### src/verilog/flash_id_otp_map.vh
/*
  Constants for the ID, wake and secured OTP command block: opcodes, security
  register bit positions and timing figures.
  Assumes one includer per compile unit; the guard stops double definition.
*/
`ifndef FLASH_ID_OTP_MAP_VH
`define FLASH_ID_OTP_MAP_VH

// ==========================================================================
// Clock and timing.
`define CLK_MHZ 125
`define WAKE_DELAY_NS 100000
`define WAKE_DELAY_CYCLES ((`WAKE_DELAY_NS * `CLK_MHZ + 999) / 1000)

// ==========================================================================
// Opcodes.
`define OP_WAKE 8'hAB
`define OP_ID_READ 8'h90
`define OP_ID_READ_DUAL 8'hCF
`define OP_ID_READ_QUAD 8'hDF
`define OP_ID_READ_QUAD_DDR 8'hEF
`define OP_ENTER_OTP 8'hB1
`define OP_EXIT_OTP 8'hC1
`define OP_SECURITY_READ 8'h2B
`define OP_SECURITY_WRITE 8'h2F
`define OP_FAIL_CLEAR 8'h30

// ==========================================================================
// ID read framing.
`define ID_DUMMY_BYTES 2'h2
`define ID_SWAP_ADDR 8'h01

// ==========================================================================
// Security register bit positions and reset value of its volatile part.
`define SEC_FACTORY_BIT 0
`define SEC_LOCKDOWN_BIT 1
`define SEC_CP_BIT 4
`define SEC_PFAIL_BIT 5
`define SEC_EFAIL_BIT 6
`define SEC_BLOCK_PROTECT_SELECT_BIT 7
`define SEC_VOLATILE_RESET 1'b0

`endif

### src/verilog/serial_flash_id_otp_security.v
/*
  Serial flash command slice: wake from deep power-down, legacy signature,
  maker/part ID reads, secured OTP mode entry and exit, security register.
  Assumes SPI mode 0 pins sampled by clk (125 MHz) far faster than the serial
  clock, and that event and level inputs other than pins are on clk.
*/
`timescale 1ns/1ps
`default_nettype none
`include "flash_id_otp_map.vh"

module serial_flash_id_otp_security #(
  parameter WAKE_DELAY_CYCLES = `WAKE_DELAY_CYCLES,
  parameter CNT_W = 16,
  parameter [7:0] MAKER_ID = 8'h5A,      // Arbitrary value.
  parameter [7:0] PART_ID = 8'h3C,       // Arbitrary value.
  parameter [7:0] SIGNATURE_ID = 8'h6B   // Arbitrary value.
) (
  input wire clk,
  input wire reset_n,
  input wire chip_select_n,
  input wire serial_clk,
  input wire serial_in,
  input wire write_protect_n,
  output wire serial_out,
  output wire serial_out_oe,
  input wire write_busy,
  input wire sleep_enter,
  input wire cp_active,
  input wire prog_fail_evt,
  input wire erase_fail_evt,
  input wire protect_select_req,
  input wire nv_factory_lock,
  input wire nv_lockdown,
  input wire nv_protect_select,
  output wire deep_sleep,
  output wire standby,
  output wire otp_mode,
  output wire otp_read_only,
  output wire array_write_protect,
  output reg power_on_lock_all,
  output reg lockdown_program,
  output reg protect_select_program,
  output reg [7:0] security_status_reg
);

  localparam [1:0] ST_OPCODE = 2'd0;
  localparam [1:0] ST_ADDR = 2'd1;
  localparam [1:0] ST_OUT = 2'd2;
  localparam [1:0] ST_SINK = 2'd3;

  localparam [1:0] SRC_SIG = 2'd0;
  localparam [1:0] SRC_ID = 2'd1;
  localparam [1:0] SRC_SEC = 2'd2;

  wire cs_n_s, sclk_s, si_s, wp_n_s;
  wire selected, sclk_rise, sclk_fall, cs_rise, is_id_op;
  wire [7:0] byte_in;
  reg cs_n_prev_q, sclk_prev_q;

  reg [1:0] state_q, byte_cnt_q, frame_len_q, src_q;
  reg [2:0] bit_cnt_q, out_cnt_q;
  reg [7:0] shift_in_q, opcode_q, out_sh_q;
  reg cmd_ok_q, swap_q, alt_q, so_q, so_oe_q;

  reg sleep_q, waking_q, otp_mode_q, factory_q, lockdown_q;
  reg block_protect_select_q, pfail_q, efail_q, nv_loaded_q;
  reg [CNT_W-1:0] wake_cnt_q;

  wire frame_ok, do_wake, do_enter, do_exit, do_sec_write, do_fail_clear, do_block_protect_select;
  wire [7:0] sec_now, next_id;

  // ==========================================================================
  // Pin synchronisers.
  pin_sync #(.RESET_VAL(1'b1)) u_sync_cs (.clk(clk), .reset_n(reset_n),
    .pin_in(chip_select_n), .pin_sync_out(cs_n_s));

  pin_sync #(.RESET_VAL(1'b0)) u_sync_sclk (.clk(clk), .reset_n(reset_n),
    .pin_in(serial_clk), .pin_sync_out(sclk_s));

  pin_sync #(.RESET_VAL(1'b0)) u_sync_si (.clk(clk), .reset_n(reset_n),
    .pin_in(serial_in), .pin_sync_out(si_s));

  pin_sync #(.RESET_VAL(1'b1)) u_sync_wp (.clk(clk), .reset_n(reset_n),
    .pin_in(write_protect_n), .pin_sync_out(wp_n_s));

  // ==========================================================================
  // Edge detection on the synchronised pins.
  always @(posedge clk or negedge reset_n) begin
    if (!reset_n) begin
      cs_n_prev_q <= 1'b1;
      sclk_prev_q <= 1'b0;
    end else begin
      cs_n_prev_q <= cs_n_s;
      sclk_prev_q <= sclk_s;
    end
  end

  assign selected = ~cs_n_s;
  assign sclk_rise = selected & sclk_s & ~sclk_prev_q;
  assign sclk_fall = selected & ~sclk_s & sclk_prev_q;
  assign cs_rise = cs_n_s & ~cs_n_prev_q;
  assign byte_in = {shift_in_q[6:0], si_s};
  assign is_id_op = (byte_in == `OP_ID_READ) || (byte_in == `OP_ID_READ_DUAL) ||
                    (byte_in == `OP_ID_READ_QUAD) || (byte_in == `OP_ID_READ_QUAD_DDR);

  // ==========================================================================
  // Security register image, rebuilt every cycle so a read sees live state.
  assign sec_now = {block_protect_select_q, efail_q, pfail_q, cp_active, 2'b00, lockdown_q, factory_q};
  assign next_id = (alt_q ^ swap_q) ? MAKER_ID : PART_ID;

  // ==========================================================================
  // Frame decoder: opcode, dummy and address capture, then output phase.
  // The serial clock is much slower than clk, so a rise and a fall never
  // land in the same cycle and one process can own all frame state.
  always @(posedge clk or negedge reset_n) begin
    if (!reset_n) begin
      state_q <= ST_OPCODE;
      bit_cnt_q <= 3'd0;
      byte_cnt_q <= 2'd0;
      frame_len_q <= 2'd0;
      shift_in_q <= 8'h00;
      opcode_q <= 8'h00;
      cmd_ok_q <= 1'b0;
      src_q <= SRC_SIG;
      swap_q <= 1'b0;
      alt_q <= 1'b0;
      out_sh_q <= 8'h00;
      out_cnt_q <= 3'd0;
      so_q <= 1'b0;
      so_oe_q <= 1'b0;
    end else if (!selected) begin
      // Deselect ends any frame; the pin is released at once.
      state_q <= ST_OPCODE;
      bit_cnt_q <= 3'd0;
      byte_cnt_q <= 2'd0;
      frame_len_q <= 2'd0;
      cmd_ok_q <= 1'b0;
      so_oe_q <= 1'b0;
    end else if (sclk_rise) begin
      shift_in_q <= byte_in;
      bit_cnt_q <= bit_cnt_q + 3'd1;
      if (bit_cnt_q == 3'd7) begin
        if (frame_len_q != 2'd2) begin
          frame_len_q <= frame_len_q + 2'd1;
        end
        case (state_q)
          ST_OPCODE: begin
            opcode_q <= byte_in;
            if ((byte_in == `OP_WAKE) && !((sleep_q || waking_q) && write_busy)) begin
              cmd_ok_q <= 1'b1;
              state_q <= ST_OUT;
              src_q <= SRC_SIG;
              out_sh_q <= SIGNATURE_ID;
              out_cnt_q <= 3'd0;
            end else if (sleep_q || waking_q) begin
              // Asleep only wake or signature pass, and never over a write cycle.
              state_q <= ST_SINK;
            end else if (is_id_op) begin
              cmd_ok_q <= 1'b1;
              state_q <= ST_ADDR;
              byte_cnt_q <= 2'd0;
            end else if (byte_in == `OP_SECURITY_READ) begin
              // Allowed even while a program or erase cycle is busy.
              cmd_ok_q <= 1'b1;
              state_q <= ST_OUT;
              src_q <= SRC_SEC;
              out_sh_q <= sec_now;
              out_cnt_q <= 3'd0;
            end else begin
              cmd_ok_q <= 1'b1;
              state_q <= ST_SINK;
            end
          end
          ST_ADDR: begin
            byte_cnt_q <= byte_cnt_q + 2'd1;
            if (byte_cnt_q == `ID_DUMMY_BYTES) begin
              swap_q <= (byte_in == `ID_SWAP_ADDR);
              alt_q <= 1'b0;
              state_q <= ST_OUT;
              src_q <= SRC_ID;
              out_sh_q <= (byte_in == `ID_SWAP_ADDR) ? PART_ID : MAKER_ID;
              out_cnt_q <= 3'd0;
            end
          end
          default: begin
            state_q <= state_q;
          end
        endcase
      end
    end else if (sclk_fall && (state_q == ST_OUT)) begin
      // Drive MSB first on each falling edge and reload at byte ends.
      so_q <= out_sh_q[7];
      so_oe_q <= 1'b1;
      out_cnt_q <= out_cnt_q + 3'd1;
      if (out_cnt_q == 3'd7) begin
        case (src_q)
          SRC_SIG: out_sh_q <= SIGNATURE_ID;
          SRC_SEC: out_sh_q <= sec_now;
          SRC_ID: begin
            out_sh_q <= next_id;
            alt_q <= ~alt_q;
          end
          default: out_sh_q <= 8'h00;
        endcase
      end else begin
        out_sh_q <= {out_sh_q[6:0], 1'b0};
      end
    end
  end

  assign serial_out = so_q;
  assign serial_out_oe = so_oe_q;

  // ==========================================================================
  // Commands that act when chip select rises on a byte boundary; protect select acts on protect_select_req.
  // A partial last byte rejects them, so a noisy deselect does nothing.
  assign frame_ok = cs_rise && cmd_ok_q && (bit_cnt_q == 3'd0);
  assign do_wake = frame_ok && (opcode_q == `OP_WAKE);
  assign do_enter = frame_ok && (frame_len_q == 2'd1) && (opcode_q == `OP_ENTER_OTP);
  assign do_exit = frame_ok && (frame_len_q == 2'd1) && (opcode_q == `OP_EXIT_OTP);
  // No write-enable latch is consulted here; the OTP mode and lockdown gate it.
  assign do_sec_write = frame_ok && (frame_len_q == 2'd1) &&
                        (opcode_q == `OP_SECURITY_WRITE) &&
                        !otp_mode_q && !lockdown_q;
  assign do_fail_clear = frame_ok && (frame_len_q == 2'd1) && (opcode_q == `OP_FAIL_CLEAR);
  assign do_block_protect_select = protect_select_req && !otp_mode_q && !block_protect_select_q;

  // ==========================================================================
  // Power state: deep sleep, wake delay and standby.
  // The host must leave chip select high for the whole delay; a frame that
  // starts early is decoded as if still asleep and only wake is honoured.
  always @(posedge clk or negedge reset_n) begin
    if (!reset_n) begin
      sleep_q <= 1'b0;
      waking_q <= 1'b0;
      wake_cnt_q <= {CNT_W{1'b0}};
    end else if (do_wake) begin
      if (sleep_q) begin
        waking_q <= 1'b1;
        wake_cnt_q <= {CNT_W{1'b0}};
      end
    end else if (waking_q) begin
      if (wake_cnt_q == WAKE_DELAY_CYCLES[CNT_W-1:0] - {{(CNT_W-1){1'b0}}, 1'b1}) begin
        waking_q <= 1'b0;
        sleep_q <= 1'b0;
      end else begin
        wake_cnt_q <= wake_cnt_q + {{(CNT_W-1){1'b0}}, 1'b1};
      end
    end else if (sleep_enter && !write_busy) begin
      sleep_q <= 1'b1;
    end
  end

  assign deep_sleep = sleep_q;
  assign standby = ~sleep_q & ~waking_q;

  // ==========================================================================
  // Secured OTP mode.
  always @(posedge clk or negedge reset_n) begin
    if (!reset_n) begin
      otp_mode_q <= 1'b0;
    end else if (do_enter) begin
      otp_mode_q <= 1'b1;
    end else if (do_exit) begin
      otp_mode_q <= 1'b0;
    end
  end

  assign otp_mode = otp_mode_q;
  assign otp_read_only = lockdown_q | factory_q;

  // ==========================================================================
  // Non-volatile bits: loaded once after reset, then only ever set.
  // Loading by a clocked process keeps the asynchronous reset constant-only.
  always @(posedge clk or negedge reset_n) begin
    if (!reset_n) begin
      nv_loaded_q <= 1'b0;
      factory_q <= 1'b0;
      lockdown_q <= 1'b0;
      block_protect_select_q <= 1'b0;
      power_on_lock_all <= 1'b0;
      lockdown_program <= 1'b0;
      protect_select_program <= 1'b0;
    end else begin
      power_on_lock_all <= 1'b0;
      lockdown_program <= 1'b0;
      protect_select_program <= 1'b0;
      if (!nv_loaded_q) begin
        nv_loaded_q <= 1'b1;
        factory_q <= nv_factory_lock;
        lockdown_q <= nv_lockdown;
        block_protect_select_q <= nv_protect_select;
        power_on_lock_all <= nv_protect_select;
      end else begin
        if (do_sec_write) begin
          lockdown_q <= 1'b1;
          lockdown_program <= 1'b1;
        end
        if (do_block_protect_select) begin
          block_protect_select_q <= 1'b1;
          protect_select_program <= 1'b1;
        end
      end
    end
  end

  // In individual block mode a low protect pin overrides every lock bit.
  assign array_write_protect = block_protect_select_q & ~wp_n_s;

  // ==========================================================================
  // Fail flags: an event in the clearing cycle wins over the clear.
  always @(posedge clk or negedge reset_n) begin
    if (!reset_n) begin
      pfail_q <= `SEC_VOLATILE_RESET;
      efail_q <= `SEC_VOLATILE_RESET;
    end else begin
      pfail_q <= prog_fail_evt | (pfail_q & ~do_fail_clear);
      efail_q <= erase_fail_evt | (efail_q & ~do_fail_clear);
    end
  end

  // ==========================================================================
  // Registered copy of the security register for the surrounding logic.
  always @(posedge clk or negedge reset_n) begin
    if (!reset_n) begin
      security_status_reg <= 8'h00;
    end else begin
      security_status_reg <= sec_now;
    end
  end

endmodule // serial_flash_id_otp_security

`default_nettype wire

### src/verilog/pin_sync.v
/*
  Two flip-flop synchroniser for one pin input.
  Assumes the input is asynchronous to clk; only the second stage is read.
*/
`timescale 1ns/1ps
`default_nettype none

module pin_sync #(
  parameter RESET_VAL = 1'b0
) (
  input wire clk,
  input wire reset_n,
  input wire pin_in,
  output wire pin_sync_out
);

  reg stage1_q;
  reg stage2_q;

  // ========================================================================
  // Synchroniser.
  // The first stage may go metastable, so nothing but the second stage sees it.
  always @(posedge clk or negedge reset_n) begin
    if (!reset_n) begin
      stage1_q <= RESET_VAL;
      stage2_q <= RESET_VAL;
    end else begin
      stage1_q <= pin_in;
      stage2_q <= stage1_q;
    end
  end

  assign pin_sync_out = stage2_q;

endmodule // pin_sync

`default_nettype wire

### config.mk
export PLATFORM = sky130hd
export DESIGN_NAME = serial_flash_id_otp_security
export DESIGN_NICKNAME = d
export VERILOG_FILES = /design/src/verilog/serial_flash_id_otp_security.v /design/src/verilog/pin_sync.v
export VERILOG_INCLUDE_DIRS = /design/src /design/src/verilog
export SDC_FILE = /design/constraint.sdc
export NUM_CORES = 1
export LEC_CHECK = 0
export BUFFER_PORTS_ARGS = -buffer_cell sky130_fd_sc_hd__buf_2
export CAP_MARGIN = 5
export CORE_ASPECT_RATIO = 1.2
export CORE_UTILIZATION = 55
export CTS_BUF_LIST = sky130_fd_sc_hd__clkbuf_4 sky130_fd_sc_hd__clkbuf_8
export CTS_CLUSTER_SIZE = 28
export DETAILED_ROUTE_END_ITERATION = 8
export PLACE_DENSITY_LB_ADDON = 0.3
export SLEW_MARGIN = 20
export SYNTH_ARGS = -nofsm -noshare
export SYNTH_HDL_FRONTEND = slang
export SYNTH_HIERARCHICAL = 1
export SYNTH_SLANG_ARGS = --single-unit
export TNS_END_PERCENT = 10
### constraint.sdc
create_clock -name clk -period 2.58 [get_ports clk]
set_input_delay 0.258 -clock clk [delete_from_list [all_inputs] [get_ports clk]]
set_output_delay 0.258 -clock clk [all_outputs]
set_load 0.02 [all_outputs]
==> flow_summary.toml, run 1 <==
[finish]
drive_above_1_share_pct = 19.0
layout_common_cells = "dfrtp_1, nand2_1, buf_2, a21oi_1, nor2_1"
largest_reg_flops = 16
largestRegisters = "wake_cnt_q (16), opcode_q (8), out_sh_q (8)"
mostFrequentLayoutCell = "dfrtp_1"
area_growth_pct = 13.3
finalNetCount = 466
diodes = 0
final_cell_area_mm2 = 0.00469
top_register = "wake_cnt_q"

[timing]
fmax_mhz = 443
timing.final.max_slew_violations = 0
hold_violations = 0
finalSetupViolCount = 0
rsz0062_at_grt = "false"
final.setup_skew_ps = 17.8
holdWs_ps = 65.9
tns_ps = 0
tightest_slew_ps = 533
slew_headroom_pct = 64.5
timing.final.crit_share_pct = 87.6
period_needed_ps = 2260

[clocking]
clk_pin_slew_ps = 100
cts_buffer_depth = 2
cts_resized = 0
numClockSinks = 86
root_buffer = "clkbuf_8"
numCtsBuffers = 9
worstSkewPairLatency_ps = 360
tritoncts = "done"
htree_num_levels = 3

[global_route]
grt_pass1_vias = 3106
grtUsageTotal_pct = 24.7
grt_start_max_net_pins = 49
grt_overflow = 0
antenna_found_initial = 0
grt_pass1_wl_mm = 14.9

[yosys]
netlist_instances = 405
ys_seq_elements = 86
yosysTopAreaCellShare_pct = 49.0
synth_cell_type_count = 61
async_reset_ff_share_pct = 100
synth_edf_count = 0
yosysWarnings = 6
synthFlopType = "dfrtp_1"
synth_largest_area_cell = "dfrtp_1"
syn_area_mm2 = 0.00414
syn_avg_cell_area_um2 = 10.2
synth_area_leaders = "dfrtp_1, nand2_1, mux2_2"
ys_seq_area_share_pct = 52.1

[critical_path]
cp-start-kind = "flop"
arrival_ps = 2500
end_kind = "flop"
worstSetupPathType = "reg2reg"
r2r_end = "out_sh_q[4]"
reg2reg_from = "shift_in_q[1]"
worst_path_max_delay_cell = "or4b_4"
r2r_slack_ps = 320
critical_path_required_ps = 2820
cp_cell_sequence = "or4b_4 > or4_4 > a211oi_2 > a21oi_1 > mux2_2"
reg2reg_depth = 5
cpPeakStageDelay_ps = 600
cp_max_fo = 6

[power_and_ir_drop]
max-vdd-ir-drop_mv = 0.367
power.leakage_uw = 0.00221
power.density_mw_per_mm2 = 575

[route]
route.detailed.drc = 0
vias = 3178
drtIter0Drc = 208
viasPerCell = 5.92
first_pass_iters = 4
detail-route-antenna-nets = 0
routed_wirelength_mm = 8.69
detail_route.wl_per_cell_um = 16.2

[floorplan]
start_util_pct = 56.9
fp.dieW_um = 81.2
die_y_um = 97.0
rows = 34
ioPinCount = 33
core_region_area_mm2 = 0.00727
dieArea_mm2 = 0.00788

[placement]
hpwl_mm = 6.23
port_buffers = 30
place_area_mm2 = 0.00441
gp_congestion = 0.878

[hold_path]
min_path_type = "in2reg"
min_to = "security_status_reg[4]"
holdPathStages = 1
min-delay-start = "cp_active"

[flow_run]
cap_violations = 0

[outcome]
status = "finished clean"
[per-layer routing]
metal	GRT usage (%)	routed length [µm]	up-vias
li1	-	-	1515
met1	33.8	3920	1573
met2	38.5	4310	70
met3	4.06	284	20
met4	10.2	166	0
met5	0	0	-
[synth_stat cells, drive strengths merged, types with 4 or more instances]
cell	count
dfrtp	81
nand2	49
a21oi	23
nor2	22
o21ai	22
nand3	21
mux2	20
inv	19
clkbuf	14
a21o	10
nor2b	10
and3	9
ha	9
a31oi	6
mux2i	6
nand4	6
a211oi	5
buf	5
dfstp	5
a22o	4
or4	4
xnor2	4
[cell families after synthesis]
group / Yosys count / synth area share, %
DFF: 86 / 52.1
adders and majority gates: 9 / 2.72
xor gates and xnor gates: 5 / 1.06
and+or+nand+nor: 149 / 18.8
buffers and inverters: 38 / 3.69
other: 2 / 0.181
AOI/OAI and AO/OA: 90 / 14.5
muxes: 26 / 6.89
[through the flow]
step | utilization [%] | setup WS [ps] | cells | power, µW
2_1_floorplan | - | 438 | 406 | 1550
3_3_place_gp | 60.7 | 387 | 516 | 1630
3_5_place_dp | 60.7 | 335 | 516 | 1640
4_1_cts | 64.3 | 332 | 536 | 2710
5_1_grt | 64.5 | 146 | 537 | 2800
6_report | 64.5 | 321 | 537 | 2690
[worst max-delay path, delay by kind of cell, from the launching register on]
family             cells  cell delay [ps]
DFF                    1              440
AOI/OAI and AO/OA      2              280
muxes                  1              270
and+or+nand+nor        2             1160
[final cells by class]
cell class,count,area (µm²)
inverter,19,71.3
clock inverter,7,104
timing repair buffer,44,283
multi-input combinational,282,1840
fill,583,2580
sequential,86,2160
tap,90,113
clock buffer,9,124
[how the worst max path moves through the flow]
| stage | from | endpoint | slack, ps | depth (start not counted) |
|---|---|---|---|---|
| finish | shift_in_q[1] | out_sh_q[4] | 320 | 5 |
| global route | u_sync_cs/pin_sync_out | wake_cnt_q[3] | 150 | 6 |
| CTS | shift_in_q[1] | out_sh_q[4] | 330 | 5 |
| detailed placement | shift_in_q[1] | out_sh_q[4] | 330 | 5 |
| global placement | shift_in_q[1] | out_sh_q[4] | 390 | 5 |
| floorplan | shift_in_q[1] | out_sh_q[4] | 440 | 5 |
[what timing repair did]
item	CTS	global route
hold buffers	4	1
endpoints found under the setup margin	0	0
endpoints found under the hold margin	38	1
setup buffers	0	0
[report_power, final]
| group | switching (µW) | total, µW | internal (µW) |
|---|---|---|---|
| clock network | 516 | 1070 | 559 |
| logic | 107 | 172 | 64.8 |
| registers | 54.0 | 1450 | 1390 |
Note: power is estimated with default switching activity, not from simulation.
==> run 2: changes to the inputs <==
ABC_AREA = 1   (was not set)
==> flow_summary.toml, run 2 <==
[timing]
hold_violations = 0
holdWs_ps = 34.2
rsz0062_at_grt = "false"
finalSetupViolCount = 0
timing.final.crit_share_pct = 80.0
period_needed_ps = 2070
fmax_mhz = 484
slew_headroom_pct = 59.0
tns_ps = 0
timing.final.max_slew_violations = 0
final.setup_skew_ps = 7.61
tightest_slew_ps = 615

[route]
viasPerCell = 5.25
detail_route.wl_per_cell_um = 12.8
drtIter0Drc = 187
route.detailed.drc = 0
detail-route-antenna-nets = 0
routed_wirelength_mm = 8.90
first_pass_iters = 4
vias = 3641

[clocking]
root_buffer = "clkbuf_8"
tritoncts = "done"
worstSkewPairLatency_ps = 360
cts_resized = 0
htree_num_levels = 3
numCtsBuffers = 9
numClockSinks = 86
cts_buffer_depth = 2
clk_pin_slew_ps = 90

[critical_path]
end_kind = "flop"
worst_path_max_delay_cell = "dfstp_2"
cp_max_fo = 17
crit_start = "u_sync_cs/pin_sync_out"
reg2reg_from = "u_sync_cs/pin_sync_out"
arrival_ps = 2340
critical_path_required_ps = 2850
cp-start-kind = "flop"
r2r_slack_ps = 510
cp_cell_sequence = "inv_2 > nand3b_1 > buf_4 > o31ai_1 > nand3_1 > o21ai_0"
worstSetupPathType = "reg2reg"
reg2reg_depth = 6
cpPeakStageDelay_ps = 410

[hold_path]
min_path_type = "in2reg"
min-delay-start = "cp_active"
holdPathStages = 1

[global_route]
grt_overflow = 0
grt_start_max_net_pins = 51
grtUsageTotal_pct = 24.0
grt_pass1_vias = 3550
antenna_found_initial = 0
grt_pass1_wl_mm = 15.9

[floorplan]
start_util_pct = 56.9
fp.dieW_um = 83.3
core_region_area_mm2 = 0.00766
die_y_um = 99.5
dieArea_mm2 = 0.00829
ioPinCount = 33
rows = 35

[placement]
port_buffers = 30
hpwl_mm = 6.51
place_area_mm2 = 0.00458
gp_congestion = 0.880

[finish]
largest_reg_flops = 16
diodes = 0
mostFrequentLayoutCell = "nand2_1"
finalNetCount = 621
top_register = "wake_cnt_q"
final_cell_area_mm2 = 0.00483
drive_above_1_share_pct = 11.5
area_growth_pct = 10.9
layout_common_cells = "nand2_1, dfrtp_1, nor2_1, inv_1, nand3_1"
n_fill_cell = 663
largestRegisters = "wake_cnt_q (16), opcode_q (8), out_sh_q (8)"

[yosys]
ys_seq_area_share_pct = 49.5
synth_commonest_cells = "nand2_1, dfrtp_1, nor2_1, inv_1, nand3_1"
synth_edf_count = 0
yosysWarnings = 6
async_reset_ff_share_pct = 100
netlist_instances = 559
synth_area_leaders = "dfrtp_1, nand2_1, nand3_1"
ys_seq_elements = 86
synth_largest_area_cell = "dfrtp_1"
syn_area_mm2 = 0.00436
syn_avg_cell_area_um2 = 7.80
synth_cell_type_count = 34
synthFlopType = "dfrtp_1"
yosysTopAreaCellShare_pct = 46.5
synth.most_common_cell = "nand2_1"

[power_and_ir_drop]
power.density_mw_per_mm2 = 544
total_power_uw = 2630
max-vdd-ir-drop_mv = 0.388
power.leakage_uw = 0.00240

[flow_run]
cap_violations = 0

[outcome]
status = "finished clean"
[run 2: cell types whose count changed after synthesis, moves of 14 or more]
cell     delta
nand3_1    +29
nor2_1     +43
mux2_2     -14
o21ai_0    +19
inv_1      +40
nand2_1   +126
[run 2: cells by family after synthesis]
logic type / after synthesis / synth area share (%)
AO/OA/AOI/OAI: 58 / 7.17
XOR/XNOR: 8 / 1.61
adder cells (fa/ha/maj): 9 / 2.58
buffers and inverters: 72 / 6.86
flip-flops: 86 / 49.5
other: 2 / 0.172
AND/OR/NAND/NOR: 324 / 32.1
[run 2: power by group]
| group | internal [µW] | leakage, µW | switching (µW) |
|---|---|---|---|
| sequential | 1400 | 0.00109 | 41.3 |
| combinational | 72.4 | 0.00121 | 154 |
| clock | 457 | 0.0000964 | 506 |
[run 2: cell type report]
class / count / area, µm² / share of cell area, %
flip-flops and latches: 86 / 2160 / 44.6
multi-input cells: 402 / 1910 / 39.4
repair buffers: 38 / 225 / 4.66
inverters: 60 / 225 / 4.66
clock buffers: 9 / 124 / 2.56
well taps: 92 / 115 / 2.38
clock inverters: 7 / 80.1 / 1.66
[run 2: repair_timing]
item / CTS / global route
hold endpoints to repair: 49 / 0
buffers inserted: 0 / 0
hold buffers: 5 / 0
[run 2: final timing paths]
path | endpoint
setup reg to reg | frame_len_q[0]
hold / removal | security_status_reg[4]
hold reg to reg | u_sync_wp/pin_sync_out
max in group asynchronous | u_sync_cs/stage1_q
setup / recovery | frame_len_q[0]
min in group asynchronous | wake_cnt_q[0]
[run 2: per-stage QoR]
stage          util [%]  cells  worst slack (ps)
3_5_place_dp       59.8    673               573
3_3_place_gp       59.8    673               683
5_1_grt            63.1    694               359
4_1_cts            63.1    694               513
2_1_floorplan         -    560               974
6_report           63.1    694               515
[run 2: worst max-delay path: cells and delay by family, from the launching register on]
| kind | cells | cell delay, ps |
|---|---|---|
| buffers and inverters | 2 | 510 |
| and+or+nand+nor | 2 | 550 |
| DFF | 1 | 410 |
| AOI/OAI and AO/OA | 2 | 500 |
[run 2: routing by layer]
layer  vias up  wire length, µm  global-route usage (%)
met5         -                0                       0
met2        67             4440                    41.4
met1      1712             3960                    29.9
met3        16              305                    4.81
met4         0              188                    9.02
li1       1846                -                       -
